--- config.mk ---
export PLATFORM = sky130hd
export DESIGN_NAME = dsfs_host_flat
export DESIGN_NICKNAME = d
export VERILOG_FILES = /design/src/core/dsfs_pkg.sv /design/src/core/dsfs_link_if.sv /design/src/core/dsfs_host.sv /design/src/flat_wrapper.sv
export SDC_FILE = /design/constraint.sdc
export NUM_CORES = 1
export LEC_CHECK = 0
export BUFFER_PORTS_ARGS = -buffer_cell sky130_fd_sc_hd__buf_2
export CAP_MARGIN = 20
export CORE_AREA = 2 2 128 162
export DETAILED_ROUTE_END_ITERATION = 8
export DIE_AREA = 0 0 130 164
export MAX_ROUTING_LAYER = met4
export PLACE_DENSITY_LB_ADDON = 0.12
export REMOVE_ABC_BUFFERS = 1
export SLEW_MARGIN = 40
export SYNTH_ARGS = -nofsm -noshare
export SYNTH_HDL_FRONTEND = slang
export SYNTH_SLANG_ARGS = --single-unit
--- constraint.sdc ---
create_clock -name clk_sys -period 5.15 [get_ports clk_sys]
set_clock_uncertainty 0.1 [all_clocks]
set_input_delay 0.515 -clock clk_sys [delete_from_list [all_inputs] [get_ports clk_sys]]
set_output_delay 0.515 -clock clk_sys [all_outputs]
set_load 0.02 [all_outputs]
--- src/core/dsfs_pkg.sv ---
/*
 * Shared constants for the serial frame link of a single-channel output
 * converter: frame lengths, register addresses and timing counts.
 * Assumes a 40 MHz system clock on both ends.
 */
package dsfs_pkg;
   // -----------------------------------------
   // frame layout
   // -----------------------------------------
   localparam int FRAME_LEN = 24;
   localparam int FRAME_LEN_CHK = 32;
   localparam logic [7:0] ADDR_CODE = 8'h01;
   localparam logic [7:0] ADDR_CONFIG = 8'h02;
   localparam int RANGE_LSB = 0;
   localparam int RANGE_W = 4;
   // -----------------------------------------
   // timing
   // -----------------------------------------
   localparam int CLK_NS = 25;
   localparam int T_GAP_REG_NS = 500;
   localparam int T_GAP_CODE_NS = 1500;
   localparam int T_GAP_RANGE_NS = 500000;
   localparam int T_RST_LOW_NS = 5000;
   localparam int T_RST_WAIT_NS = 100000;
   localparam int T_LOAD_AFTER_NS = 1500;
   localparam int T_LOAD_LEAD_NS = 750;
   localparam int T_LOAD_LOW_NS = 250;
   localparam int T_SETUP_NS = 33;
   localparam int T_SCLK_WR_NS = 33;
   localparam int T_SCLK_RD_NS = 120;

   // least time to whole cycles, never below one
   function automatic int cyc_ceil(input int ns);
      int c;
      c = (ns + CLK_NS - 1) / CLK_NS;
      return (c < 1) ? 1 : c;
   endfunction : cyc_ceil

   localparam int GAP_REG_CYC = cyc_ceil(T_GAP_REG_NS);
   localparam int GAP_CODE_CYC = cyc_ceil(T_GAP_CODE_NS);
   localparam int GAP_RANGE_CYC = cyc_ceil(T_GAP_RANGE_NS);
   localparam int RST_LOW_CYC = cyc_ceil(T_RST_LOW_NS);
   localparam int RST_WAIT_CYC = cyc_ceil(T_RST_WAIT_NS);
   localparam int LOAD_AFTER_CYC = cyc_ceil(T_LOAD_AFTER_NS);
   localparam int LOAD_LOW_CYC = cyc_ceil(T_LOAD_LOW_NS);
   localparam int LOAD_REST_CYC = cyc_ceil(T_LOAD_LEAD_NS) - LOAD_LOW_CYC;
   localparam int SETUP_CYC = cyc_ceil(T_SETUP_NS);
   localparam int HALF_WR_CYC = cyc_ceil((T_SCLK_WR_NS + 1) / 2);
   localparam int HALF_RD_CYC = cyc_ceil(T_SCLK_RD_NS / 2);
   localparam int CNT_W = 15;
   localparam int TMR_W = 12;
endpackage : dsfs_pkg

--- src/core/dsfs_link_if.sv ---
/*
 * Link between host and converter: select, clock, data both ways,
 * output load strobe and device reset pin.
 * Assumes the host drives every pin except the returned data.
 */
`timescale 1ns/1ps
interface dsfs_link_if;
   logic sclk;
   logic sel_n;
   logic sdi;
   logic sdo;
   logic output_load_n;
   logic dev_rst_n;

   modport dev (
      input sclk,
      input sel_n,
      input sdi,
      input output_load_n,
      input dev_rst_n,
      output sdo
   );
   modport host (
      output sclk,
      output sel_n,
      output sdi,
      output output_load_n,
      output dev_rst_n,
      input sdo
   );
endinterface : dsfs_link_if

--- src/core/dsfs_host.sv ---
/*
 * Host end: makes the link clock by a divider, sends frames, reads the
 * returned data and paces select gaps, load pulses and device reset.
 * Assumes the user side runs on the same system clock.
 */
`timescale 1ns/1ps
module dsfs_host #(
   parameter int RANGE_GAP_CYC = dsfs_pkg::GAP_RANGE_CYC
) (
   input wire logic clk_sys,
   input wire logic rst_n,
   dsfs_link_if.host link,
   input wire logic start,
   input wire logic [31:0] tx_word,
   input wire logic chk_en,
   input wire logic read_mode,
   input wire logic load_req,
   input wire logic reset_req,
   output logic busy,
   output logic [31:0] rx_word,
   output logic rx_valid
);
   // -----------------------------------------
   // state
   // -----------------------------------------
   typedef enum logic [2:0] {
      DSFS_IDLE,
      DSFS_SETUP,
      DSFS_LOW,
      DSFS_HIGH,
      DSFS_END,
      DSFS_LD_LOW,
      DSFS_LD_REST,
      DSFS_RST_LOW
   } dsfs_st_e;

   typedef struct packed {
      dsfs_st_e st;
      logic rst_wait;
      logic [dsfs_pkg::TMR_W-1:0] tmr;
      logic [dsfs_pkg::TMR_W-1:0] half;
      logic [5:0] bits;
      logic [5:0] len;
      logic rd;
      logic [31:0] tx;
      logic [31:0] rx;
      logic [dsfs_pkg::CNT_W-1:0] gap;
      logic [dsfs_pkg::CNT_W-1:0] need;
      logic [3:0] last_range;
      logic ld_want;
      logic rst_want;
      logic sclk;
      logic sel_n;
      logic sdi;
      logic load_n;
      logic dev_rst_n;
      logic sdo_m;
      logic sdo_s;
      logic busy;
      logic [31:0] rx_word;
      logic rx_valid;
   } dsfs_host_s;

   // gap counter saturates above every gap and the load wait
   localparam logic [dsfs_pkg::CNT_W-1:0] GAP_MAX = '1;

   dsfs_host_s r_reg, r_next;

   // select-high gap the finished frame asks for
   function automatic logic [dsfs_pkg::CNT_W-1:0] gap_of(
      input logic [31:0] word,
      input logic chk,
      input logic [3:0] old_range
   );
      logic [23:0] p;
      p = chk ? word[31:8] : word[23:0];
      if (p[23:16] == dsfs_pkg::ADDR_CODE) begin
         return dsfs_pkg::CNT_W'(dsfs_pkg::GAP_CODE_CYC);
      end
      if (p[23:16] == dsfs_pkg::ADDR_CONFIG &&
          p[dsfs_pkg::RANGE_LSB +: dsfs_pkg::RANGE_W] != old_range) begin
         return dsfs_pkg::CNT_W'(RANGE_GAP_CYC);
      end
      return dsfs_pkg::CNT_W'(dsfs_pkg::GAP_REG_CYC);
   endfunction : gap_of

   // -----------------------------------------
   // sequencing
   // -----------------------------------------
   logic gap_done;
   logic [23:0] pay;

   always_comb begin
      r_next = r_reg;
      r_next.sdo_m = link.sdo;
      r_next.sdo_s = r_reg.sdo_m;
      r_next.rx_valid = 1'b0;
      pay = 24'h000000;
      gap_done = (r_reg.gap >= r_reg.need);
      // requests held until they can be served
      if (load_req) begin
         r_next.ld_want = 1'b1;
      end
      if (reset_req) begin
         r_next.rst_want = 1'b1;
      end
      if (r_reg.gap != GAP_MAX) begin
         r_next.gap = r_reg.gap + 1'b1;
      end
      if (r_reg.tmr != '0) begin
         r_next.tmr = r_reg.tmr - 1'b1;
      end
      unique case (r_reg.st)
         DSFS_IDLE: begin
            if (r_reg.rst_wait) begin
               if (r_reg.tmr == '0) begin
                  r_next.rst_wait = 1'b0;
               end
            end else if (r_reg.rst_want) begin
               r_next.rst_want = 1'b0;
               r_next.dev_rst_n = 1'b0;
               r_next.tmr = dsfs_pkg::TMR_W'(dsfs_pkg::RST_LOW_CYC - 1);
               r_next.st = DSFS_RST_LOW;
            end else if (r_reg.ld_want && r_reg.gap >=
                         dsfs_pkg::CNT_W'(dsfs_pkg::LOAD_AFTER_CYC)) begin
               // load only well after select rise
               r_next.ld_want = 1'b0;
               r_next.load_n = 1'b0;
               r_next.tmr = dsfs_pkg::TMR_W'(dsfs_pkg::LOAD_LOW_CYC - 1);
               r_next.st = DSFS_LD_LOW;
            end else if (start && gap_done) begin
               r_next.len = chk_en ? 6'(dsfs_pkg::FRAME_LEN_CHK)
                                   : 6'(dsfs_pkg::FRAME_LEN);
               r_next.tx = chk_en ? tx_word : {tx_word[23:0], 8'h00};
               r_next.need = gap_of(tx_word, chk_en, r_reg.last_range);
               if (!read_mode) begin
                  pay = chk_en ? tx_word[31:8] : tx_word[23:0];
                  if (pay[23:16] == dsfs_pkg::ADDR_CONFIG) begin
                     r_next.last_range = pay[dsfs_pkg::RANGE_LSB +: dsfs_pkg::RANGE_W];
                  end
               end
               r_next.rd = read_mode;
               r_next.half = read_mode ? dsfs_pkg::TMR_W'(dsfs_pkg::HALF_RD_CYC - 1)
                                       : dsfs_pkg::TMR_W'(dsfs_pkg::HALF_WR_CYC - 1);
               r_next.bits = 6'h00;
               r_next.rx = 32'h00000000;
               r_next.sel_n = 1'b0;
               r_next.sdi = chk_en ? tx_word[31] : tx_word[23];
               r_next.tmr = dsfs_pkg::TMR_W'(dsfs_pkg::SETUP_CYC - 1);
               r_next.st = DSFS_SETUP;
            end
         end
         DSFS_SETUP, DSFS_HIGH: begin
            if (r_reg.tmr == '0) begin
               // falling edge: device takes the bit, we take its answer
               r_next.sclk = 1'b0;
               r_next.rx = {r_reg.rx[30:0], r_reg.sdo_s};
               r_next.bits = r_reg.bits + 6'h01;
               r_next.tmr = r_reg.half;
               r_next.st = DSFS_LOW;
            end
         end
         DSFS_LOW: begin
            if (r_reg.tmr == '0) begin
               r_next.sclk = 1'b1;
               r_next.tmr = r_reg.half;
               // stop after 24 or 32 falling edges
               if (r_reg.bits == r_reg.len) begin
                  r_next.st = DSFS_END;
               end else begin
                  r_next.tx = {r_reg.tx[30:0], 1'b0};
                  r_next.sdi = r_reg.tx[30];
                  r_next.st = DSFS_HIGH;
               end
            end
         end
         DSFS_END: begin
            r_next.sel_n = 1'b1;
            r_next.sdi = 1'b0;
            r_next.gap = '0;
            r_next.rx_word = r_reg.rx;
            r_next.rx_valid = r_reg.rd;
            r_next.tmr = '0;
            r_next.st = DSFS_IDLE;
         end
         DSFS_LD_LOW: begin
            // load low for its least width
            if (r_reg.tmr == '0) begin
               r_next.load_n = 1'b1;
               r_next.tmr = dsfs_pkg::TMR_W'(dsfs_pkg::LOAD_REST_CYC - 1);
               r_next.st = DSFS_LD_REST;
            end
         end
         DSFS_LD_REST: begin
            // no select rise too soon after load fall
            if (r_reg.tmr == '0) begin
               r_next.st = DSFS_IDLE;
            end
         end
         DSFS_RST_LOW: begin
            if (r_reg.tmr == '0) begin
               r_next.dev_rst_n = 1'b1;
               r_next.rst_wait = 1'b1;
               r_next.tmr = dsfs_pkg::TMR_W'(dsfs_pkg::RST_WAIT_CYC - 1);
               r_next.st = DSFS_IDLE;
            end
         end
      endcase
      r_next.busy = (r_next.st != DSFS_IDLE) || r_next.rst_wait ||
                    (r_next.gap < r_next.need);
   end

   always_ff @(posedge clk_sys or negedge rst_n) begin
      if (!rst_n) begin
         r_reg <= '0;
         r_reg.st <= DSFS_IDLE;
         r_reg.sclk <= 1'b1;
         r_reg.sel_n <= 1'b1;
         r_reg.load_n <= 1'b1;
         r_reg.dev_rst_n <= 1'b1;
      end else begin
         r_reg <= r_next;
      end
   end

   // -----------------------------------------
   // outputs
   // -----------------------------------------
   assign link.sclk = r_reg.sclk;
   assign link.sel_n = r_reg.sel_n;
   assign link.sdi = r_reg.sdi;
   assign link.output_load_n = r_reg.load_n;
   assign link.dev_rst_n = r_reg.dev_rst_n;
   assign busy = r_reg.busy;
   assign rx_word = r_reg.rx_word;
   assign rx_valid = r_reg.rx_valid;
endmodule : dsfs_host

--- src/flat_wrapper.sv ---
// flat-port wrapper written by rule: the top's interface ports become plain ports
module dsfs_host_flat 
#(
   parameter int RANGE_GAP_CYC = dsfs_pkg::GAP_RANGE_CYC
)
  (clk_sys, rst_n, start, tx_word, chk_en, read_mode, load_req, reset_req, busy, rx_word, rx_valid, link_sclk, link_sel_n, link_sdi, link_output_load_n, link_dev_rst_n, link_sdo);
  dsfs_link_if link_i ();
  input wire logic clk_sys;
  input wire logic rst_n;
  input wire logic start;
  input wire logic [31:0] tx_word;
  input wire logic chk_en;
  input wire logic read_mode;
  input wire logic load_req;
  input wire logic reset_req;
  output logic busy;
  output logic [31:0] rx_word;
  output logic rx_valid;
  output wire logic [$bits(link_i.sclk)-1:0] link_sclk;
  output wire logic [$bits(link_i.sel_n)-1:0] link_sel_n;
  output wire logic [$bits(link_i.sdi)-1:0] link_sdi;
  output wire logic [$bits(link_i.output_load_n)-1:0] link_output_load_n;
  output wire logic [$bits(link_i.dev_rst_n)-1:0] link_dev_rst_n;
  input wire logic [$bits(link_i.sdo)-1:0] link_sdo;
  assign link_sclk = link_i.sclk;
  assign link_sel_n = link_i.sel_n;
  assign link_sdi = link_i.sdi;
  assign link_output_load_n = link_i.output_load_n;
  assign link_dev_rst_n = link_i.dev_rst_n;
  assign link_i.sdo = link_sdo;
  dsfs_host #(.RANGE_GAP_CYC(RANGE_GAP_CYC)) u_core (.clk_sys(clk_sys), .rst_n(rst_n), .link(link_i), .start(start), .tx_word(tx_word), .chk_en(chk_en), .read_mode(read_mode), .load_req(load_req), .reset_req(reset_req), .busy(busy), .rx_word(rx_word), .rx_valid(rx_valid));
endmodule
==> impl_metrics.toml, run 1 <==
[grt]
grt_pass1_wl_mm = 32.93
antenna_found_initial = 0
grt_pass1_vias = 6424
grt_max_degree = 80
track_usage_pct = 20.18
grt-ovfl-total = 0

[timing]
tns_ns = 0
slew_headroom_pct = 49.60
drv_slew = 0
rsz0062_at_grt = "false"
final_hold_viol_count = 0
tightestPinTransition_ns = 0.7490
timing.final.crit_share_pct = 89.29
setup-violations-final = 0
period_needed_ns = 4.599
timing.fmax_ghz = 0.2175

[yosys]
netlist_area_um2 = 8768
synth_edf_count = 0
synthArstFlopShare_pct = 100.0
synthSimpleGateAreaFrac_pct = 13.66
synthCells = 878
ys_seq_area_share_pct = 47.15
ys_ff_latch = 165
synth_compound_area_share_pct = 13.20
synthAdderAreaFrac_pct = 5.280
synth_top_family_by_area = "simple AND/OR/NAND/NOR gates"
synthXorXnorAreaFrac_pct = 2.797
synthMuxAreaShare_pct = 11.52
ys_types = 60
ys_warn_count = 0
avgSynthCellArea_um2 = 9.987
dominantRegCellSynth = "dfrtp_1"

[setup_path]
reg2reg_from = "u_core.r_reg[69]$_DFF_PN0_"
worstSetupPathType = "reg2reg"
worstReg2RegEnd = "u_core.busy$_DFF_PN0_"
rrSetupSlack_ns = 0.55
critPathRequiredTime_ns = 5.35
critPathLaunchType = "register"
critPathArrivalTime_ns = 4.80
cp-end-kind = "register"
rr_worst_depth = 15
critPathMaxFanout = 12

[layout]
drive_gt1_share_pct = 23.69
area_growth_pct = 13.31
multiInputGateArea_um2 = 4130
n_antenna_cell = 0
most-common-layout-cells = "dfrtp_1 (161), nand2_1 (128), buf_2 (77), mux2_2 (62), o21ai_0 (59)"
largest_reg_flops = 125
fin_nets = 997
seq_area_um2 = 4134
layout_commonest_cell = "dfrtp_1"
fillers = 1850

[clock_network]
cts.sinks = 165
clk_pin_slew_ns = 0.07
max-clock-path-buffers = 2
cts_tree = "built"
hold_buffers = 0
cts_resized = 0
htree_levels = 4
clock_latency_ns = 0.43
postCtsSetupBuffers = 0
cts_made_buffers = 17
cts_root_buf = "clkbuf_16"

[route]
routedWlPerCell_um = 16.37
num_vias = 6402
drtAntennaViolNets = 0
post-route-drc-count = 0
wl_mm = 19.70
dr.pass1.iters = 5
drt_iter0_markers = 363
vias_per_cell = 5.322

[hold_path]
min_path_type = "in2async"

[floorplanning]
num_rows = 58
die-area_um2 = 21320
initial_core_util_pct = 44.26
pin_count = 79
core-area_um2 = 19810
die_x_um = 130
fp.dieH_um = 164

[pwr]
p_leak_nw = 5.144
power_w = 0.002659
ir_worst_vdd_mv = 0.2152
powerDensity_nw_per_um2 = 267.6

[place]
gp_congestion = 0.8455
portBuffers = 78
dpl.hpwl_mm = 13.58

[job]
cap_viol_max_count = 0

[run_status]
run_status = "completed"
synthesized netlist by cell type (11+ instances only):
master	n	share of area, %
a21oi_1	42	2.4
nor2_1	40	1.7
ha_1	37	5.3
xnor2_1	17	1.7
xor2_1	11	1.1
o21ai_0	59	3.4
clkbuf_1	41	1.8
o31ai_1	25	2.1
mux2_2	62	8.0
buf_4	32	2.7
nand3_1	13	0.74
inv_1	36	1.5
dfrtp_1	161	46
and2_1	11	0.78
nand2_1	128	5.5
mux2i_1	30	3.4
nor3_1	11	0.63
area by class of cell:
type / count / area share [%]
clock inverter: 15 / 1.763
inverter: 37 / 1.398
clock buffer: 17 / 4.282
sequential: 165 / 41.61
tap: 270 / 3.400
multi-input combinational: 597 / 41.57
timing repair buffer: 102 / 5.982
per-stage QoR:
stage	cells	util, %	instance area (µm²)	worst slack, ns	hold slack, ns
6_report	1203	50.15	9936	0.5514	0.007116
5_1_grt	1203	50.15	9936	0.3443	0.06677
3_5_place_dp	1171	47.11	9333	0.5931	0.2464
2_1_floorplan	799	-	8346	-0.04855	0.1194
3_3_place_gp	1169	46.89	9289	0.6514	0.2386
4_1_cts	1203	50.14	9933	0.5653	0.06545
worst max path at each step:
| stage | startpoint | endpoint | slack (ns) | cells after the start |
|---|---|---|---|---|
| 6_report | u_core.r_reg[69]$_DFF_PN0_ | u_core.busy$_DFF_PN0_ | 0.55 | 15 |
| 5_1_grt | u_core.r_reg[69]$_DFF_PN0_ | u_core.busy$_DFF_PN0_ | 0.34 | 15 |
| 4_1_cts | u_core.r_reg[69]$_DFF_PN0_ | u_core.busy$_DFF_PN0_ | 0.57 | 15 |
| 3_5_place_dp | u_core.r_reg[69]$_DFF_PN0_ | u_core.busy$_DFF_PN0_ | 0.59 | 15 |
| 3_3_place_gp | u_core.r_reg[69]$_DFF_PN0_ | u_core.busy$_DFF_PN0_ | 0.65 | 15 |
| 2_1_floorplan | u_core.r_reg[72]$_DFF_PN0_ | u_core.r_reg[100]$_DFFE_PN0P_ | -0.05 | 7 |
kinds of logic (layout without fill, tap and decap cells):
family | after synthesis | in the layout
buf+inv | 116 | 171
xor+xnor | 28 | 28
flops | 165 | 165
fa+ha+maj | 37 | 37
simple gates | 257 | 257
mux | 93 | 93
compound gates | 182 | 182
worst max-delay path: stages (launching register included):
cell,delay [ns]
dfrtp_1,0.43
or4_1,0.55
or4_4,0.51
o41ai_4,0.22
and3_1,0.28
and2_1,0.32
and2_1,0.19
buf_4,0.19
a21o_1,0.10
ha_1,0.13
a21oi_1,0.06
o21ai_0,0.22
a41oi_1,0.07
or3_1,0.38
o21ba_2,0.21
or4_1,0.48
power by group:
part / internal [W] / switching [W] / leakage (nW)
Sequential: 0.00130 / 0.000000203 / 1.96
Combinational: 0.0000255 / 0.0000502 / 2.89
Clock: 0.000659 / 0.000629 / 0.291
layer usage:
| layer | share of wire, % | vias up | global-route usage (%) |
|---|---|---|---|
| li1 | - | 3136 | - |
| met1 | 47 | 3141 | 26.99 |
| met2 | 49 | 108 | 31.94 |
| met3 | 3.3 | 17 | 3.550 |
| met4 | 1.0 | 0 | 5.230 |
| met5 | 0 | - | - |
(Power assumes the default switching activity.)
==> run 2: changes to the inputs <==
--- a/config.mk
+++ b/config.mk
@@ -7,9 +7,9 @@
 export LEC_CHECK = 0
 export BUFFER_PORTS_ARGS = -buffer_cell sky130_fd_sc_hd__buf_2
 export CAP_MARGIN = 20
-export CORE_AREA = 2 2 128 162
+export CORE_AREA = 2 2 122 154
 export DETAILED_ROUTE_END_ITERATION = 8
-export DIE_AREA = 0 0 130 164
+export DIE_AREA = 0 0 124 156
 export MAX_ROUTING_LAYER = met4
 export PLACE_DENSITY_LB_ADDON = 0.12
 export REMOVE_ABC_BUFFERS = 1
==> run 2 against run 1 <==
Compared with the run above:
- fmax up 1.3%
- combinational power down 3%
- first-iteration DRC count up 14%
- sequential share of layout area up 0.59 points
- count of clock-buffer cells in the layout up 1
- worst setup slack better by 0.057 ns
- via count up 2.4%
- non-clock buffer count down 7
- sequential power about the same
- critical endpoint unchanged
==> impl_metrics.toml, run 2 (synthesis results as in run 1) <==
[layout]
fin_nets = 990
area_growth_pct = 11.73
n_antenna_cell = 0
stdcell_count = 1153
largest_reg_flops = 125
seq_area_um2 = 4134
most-common-layout-cells = "dfrtp_1 (161), nand2_1 (128), buf_2 (77), mux2_2 (62), o21ai_0 (59)"
layout_commonest_cell = "dfrtp_1"
fin_area_um2 = 9797
drive_gt1_share_pct = 22.92
finish.utilization_pct = 54.76
fillers = 1583
multiInputGateArea_um2 = 4125

[place]
dp_slack_ns = 0.6496
place_inst = 1122
gp_congestion = 0.8963
dpl.hpwl_mm = 14.06
dpl_cell_area_um2 = 9214
portBuffers = 78

[clock_network]
clock_latency_ns = 0.42
cts_resized = 0
cts_made_buffers = 17
postCtsSetupBuffers = 0
cts.sinks = 165
cts_tree = "built"
cts_root_buf = "clkbuf_16"
clk_pin_slew_ns = 0.07
max-clock-path-buffers = 2
htree_levels = 4
hold_buffers = 0

[timing]
fin_ws_ns = 0.6087
tns_ns = 0
setup-violations-final = 0
timing.fmax_ghz = 0.2202
period_needed_ns = 4.541
rsz0062_at_grt = "false"
tightestPinTransition_ns = 0.7662
timing.final.crit_share_pct = 88.18
drv_slew = 0
final_hold_viol_count = 0
slew_headroom_pct = 48.45

[pwr]
ir_worst_vdd_mv = 0.2236
powerDensity_nw_per_um2 = 266.5
p_leak_nw = 5.102

[route]
drtAntennaViolNets = 0
num_vias = 6555
wl_mm = 19.89
dr.pass1.iters = 5
post-route-drc-count = 0
vias_per_cell = 5.685
drt_iter0_markers = 414
routedWlPerCell_um = 17.25

[setup_path]
crit_buf_inv = 1
critPathLaunchType = "register"
critPathTopFamily = "simple AND/OR/NAND/NOR gates"
rrSetupSlack_ns = 0.61
critPathArrivalTime_ns = 4.74
critPathLaunch = "u_core.r_reg[69]$_DFF_PN0_"
reg2reg_from = "u_core.r_reg[69]$_DFF_PN0_"
max_stage_delay_ns = 0.54
critPathMaxFanout = 16
critPathRequiredTime_ns = 5.35
worstReg2RegEnd = "u_core.busy$_DFF_PN0_"
cp-end-kind = "register"
crit_chain = "or4_1 > or4_4 > o41ai_4 > and3_1 > and2_1 > buf_4 > nor2_1 > a21oi_1 > ha_1 > a21oi_1 > o21ai_0 > a41oi_1 > or3_1 > o21ba_2 > or4_1"
rr_worst_depth = 15
worstSetupPathType = "reg2reg"
slowest_stage = "or4_1"

[run_status]
run_status = "completed"

[grt]
grt_max_degree = 90
grt_pass1_wl_mm = 33.20
grt-ovfl-total = 0
track_usage_pct = 22.44
grt_pass1_vias = 6720
antenna_found_initial = 0

[floorplanning]
core-area_um2 = 17890
num_rows = 55
die-area_um2 = 19340
die_x_um = 124
fp.dieH_um = 156
initial_core_util_pct = 49.01
pin_count = 79

[job]
cap_viol_max_count = 0

[hold_path]
min_path_type = "in2async"
==> run 2: worst max-delay path by stage <==
stage / to / slack [ns] / depth (start not counted)
after floorplan: u_core.r_reg[100]$_DFFE_PN0P_ / -0.05 / 7
after global placement: u_core.busy$_DFF_PN0_ / 0.77 / 14
after detailed placement: u_core.busy$_DFF_PN0_ / 0.65 / 14
after CTS: u_core.busy$_DFF_PN0_ / 0.63 / 14
after global routing: u_core.busy$_DFF_PN0_ / 0.38 / 15
final: u_core.busy$_DFF_PN0_ / 0.61 / 15
==> run 2: report_power, final <==
part           internal (W)  total [W]  switching (W)
Sequential          0.00130    0.00130    0.000000192
Clock              0.000691    0.00124       0.000549
Combinational     0.0000243  0.0000737      0.0000495
==> run 2: cell type report <==
cell class,count,share of cell area (%)
multi-input combinational,597,42.11
clock buffer,18,4.483
inverter,37,1.418
timing repair buffer,95,5.530
clock inverter,13,1.354
tap,228,2.912
sequential,165,42.20
==> run 2: per-layer routing <==
layer | wire length (µm) | vias up | share of wire (%) | global-route usage (%)
met4 | 349 | 0 | 1.8 | 7.116
met2 | 10020 | 147 | 50 | 36.60
li1 | - | 3122 | - | -
met5 | 0 | - | 0 | -
met1 | 8699 | 3255 | 44 | 27.99
met3 | 822 | 31 | 4.1 | 4.605
==> run 2: metrics by stage <==
| stage | power, W | hold slack (ns) |
|---|---|---|
| floorplan | 0.001340 | 0.1194 |
| global placement | 0.001396 | 0.2410 |
| CTS | 0.002644 | 0.07763 |
| global route | 0.002712 | 0.05924 |
| detailed placement | 0.001397 | 0.2379 |
| finish | 0.002611 | 0.009375 |
==> run 3: changes to the inputs <==
--- a/config.mk
+++ b/config.mk
@@ -7,9 +7,10 @@
 export LEC_CHECK = 0
 export BUFFER_PORTS_ARGS = -buffer_cell sky130_fd_sc_hd__buf_2
 export CAP_MARGIN = 20
-export CORE_AREA = 2 2 122 154
+export CORE_AREA = 2 2 136 138
+export CTS_CLUSTER_SIZE = 24
 export DETAILED_ROUTE_END_ITERATION = 8
-export DIE_AREA = 0 0 124 156
+export DIE_AREA = 0 0 138 140
 export MAX_ROUTING_LAYER = met4
 export PLACE_DENSITY_LB_ADDON = 0.12
 export REMOVE_ABC_BUFFERS = 1
==> run 3 against run 2 <==
Compared with the run above:
- the run now ends with negative hold slack left
- register-to-register slack got worse by 0.08 ns
- global-route usage down 0.49 points
- flip-flop and latch count did not move
- critical path type unchanged
- largest cell class unchanged
- largest power group is now the clock network
==> impl_metrics.toml, run 3 (synthesis results as in run 1) <==
[run_status]
run_status = "complete, but fails checks"
violations = "negative hold slack"

[layout]
seq_area_um2 = 4134
fillers = 1585
fin_nets = 990
area_growth_pct = 12.16
stdcell_count = 1155
most-common-layout-cells = "dfrtp_1 (161), nand2_1 (128), buf_2 (77), mux2_2 (62), o21ai_0 (59)"
layout_commonest_cell = "dfrtp_1"
finish.utilization_pct = 55.31
drive_gt1_share_pct = 23.00
n_antenna_cell = 0
largest_reg_flops = 125
fin_area_um2 = 9834
multiInputGateArea_um2 = 4125

[route]
wl_met2_mm = 9.280
dr.pass1.iters = 4
met1_length_mm = 9.454
vias_per_cell = 5.623
post-route-drc-count = 0
wl_met3_um = 828
drt_iter0_markers = 411
num_vias = 6495
topRoutingLayerUsed = "met4"
wl_mm = 19.83
drtAntennaViolNets = 0
routedWlPerCell_um = 17.17

[setup_path]
critPathLaunchType = "register"
critPathArrivalTime_ns = 4.82
max_stage_delay_ns = 0.55
crit_buf_inv = 2
critPathTopFamily = "simple AND/OR/NAND/NOR gates"
crit_chain = "or4_1 > or4_4 > o41ai_4 > and3_1 > and2_1 > buf_4 > nor2_1 > inv_1 > ha_1 > nand2_1 > o21ai_0 > a41oi_1 > or3_1 > o21ba_2 > or4_1"
cp-end-kind = "register"
worstSetupPathType = "reg2reg"
critPathMaxFanout = 9
slowest_stage = "or4_1"
critPathRequiredTime_ns = 5.35
cpMostUsedCell = "or4_1"

[pwr]
clkPwrFrac_pct = 49.1
p_switching_w = 0.0006582
seq_power_share_pct = 48.1
ir_worst_vdd_mv = 0.2317
swShare_pct = 24.45
p_comb_share_pct = 2.7
p_int_w = 0.002034
power_w = 0.002693
p_leak_nw = 5.118
powerDensity_nw_per_um2 = 273.8

[grt]
track_usage_pct = 21.96
grt-ovfl-total = 0
antenna_found_initial = 0
grt_pass1_wl_mm = 33.74
grt_pass1_vias = 6577
grt_max_degree = 73

[timing]
fin_ws_ns = 0.5289
rsz0062_at_grt = "false"
period_needed_ns = 4.621
timing.fmax_ghz = 0.2164
slew_headroom_pct = 48.97
setup-violations-final = 0
timing.final.crit_share_pct = 89.73
drv_slew = 0
final_hold_viol_count = 3
tightestPinTransition_ns = 0.7585
whs_ns = -0.01654

[clock_network]
cts_resized = 0
htree_levels = 4
cts_made_buffers = 17
clk_pin_slew_ns = 0.07
cts_tree = "built"
cts.sinks = 165
max-clock-path-buffers = 2
hold_buffers = 0
cts_root_buf = "clkbuf_16"
clock_latency_ns = 0.44
postCtsSetupBuffers = 0

[place]
dpl.hpwl_mm = 13.93
dpl_cell_area_um2 = 9211
gp_congestion = 0.9303
dp_slack_ns = 0.5843
place_inst = 1123
portBuffers = 78

[floorplanning]
pin_count = 79
core-area_um2 = 17780
initial_core_util_pct = 49.32
die_x_um = 138
die-area_um2 = 19320
num_rows = 49
fp.dieH_um = 140

[hold_path]
min_path_type = "in2async"

[job]
cap_viol_max_count = 0
-- run 3: final cells by class --
type                            instances  area share [%]
Inverter                               37           1.412
Sequential cell                       165           42.04
Timing Repair Buffer                   95           5.445
Tap cell                              229           2.913
Multi-Input combinational cell        597           41.95
Clock buffer                           18           4.466
Clock inverter                         14           1.781
-- run 3: per-layer routing --
metal / vias to the layer above / global-route usage, %
met5: - / -
met4: 0 / 5.424
met3: 28 / 4.410
met2: 136 / 33.95
met1: 3217 / 30.03
li1: 3114 / -
-- run 3: worst paths after layout --
check                                                  from                           to  slack [ns]  cells past startpoint
worst min-delay path                                  rst_n  u_core.r_reg[168]$_DFF_PN0_       -0.02                      1
worst max register to register   u_core.r_reg[69]$_DFF_PN0_        u_core.busy$_DFF_PN0_        0.53                     15
max in group asynchronous                             rst_n   u_core.r_reg[51]$_DFF_PN0_        3.82                      2
min in group clk_sys                               link_sdo  u_core.r_next[34]$_DFF_PN0_        0.08                      1
worst max-delay path             u_core.r_reg[69]$_DFF_PN0_        u_core.busy$_DFF_PN0_        0.53                     15
worst min register to register  u_core.r_next[34]$_DFF_PN0_   u_core.r_reg[34]$_DFF_PN0_        0.26                      0
-- run 3: power by group through the flow --
stage          combinational, W  sequential, W  clock, W
6_report              0.0000736        0.00130   0.00132
5_1_grt               0.0000829        0.00130   0.00141
2_1_floorplan         0.0000187        0.00132         0
3_5_place_dp          0.0000756        0.00132         0
3_3_place_gp          0.0000738        0.00132         0
4_1_cts               0.0000759        0.00130   0.00135
-- run 3: stage by stage --
stage	TNS (ns)	hold slack [ns]
2_1_floorplan	-1.602	0.1194
3_5_place_dp	0	0.2428
6_report	0	-0.01654
3_3_place_gp	0	0.2391
5_1_grt	0	0.04291
4_1_cts	0	0.01732
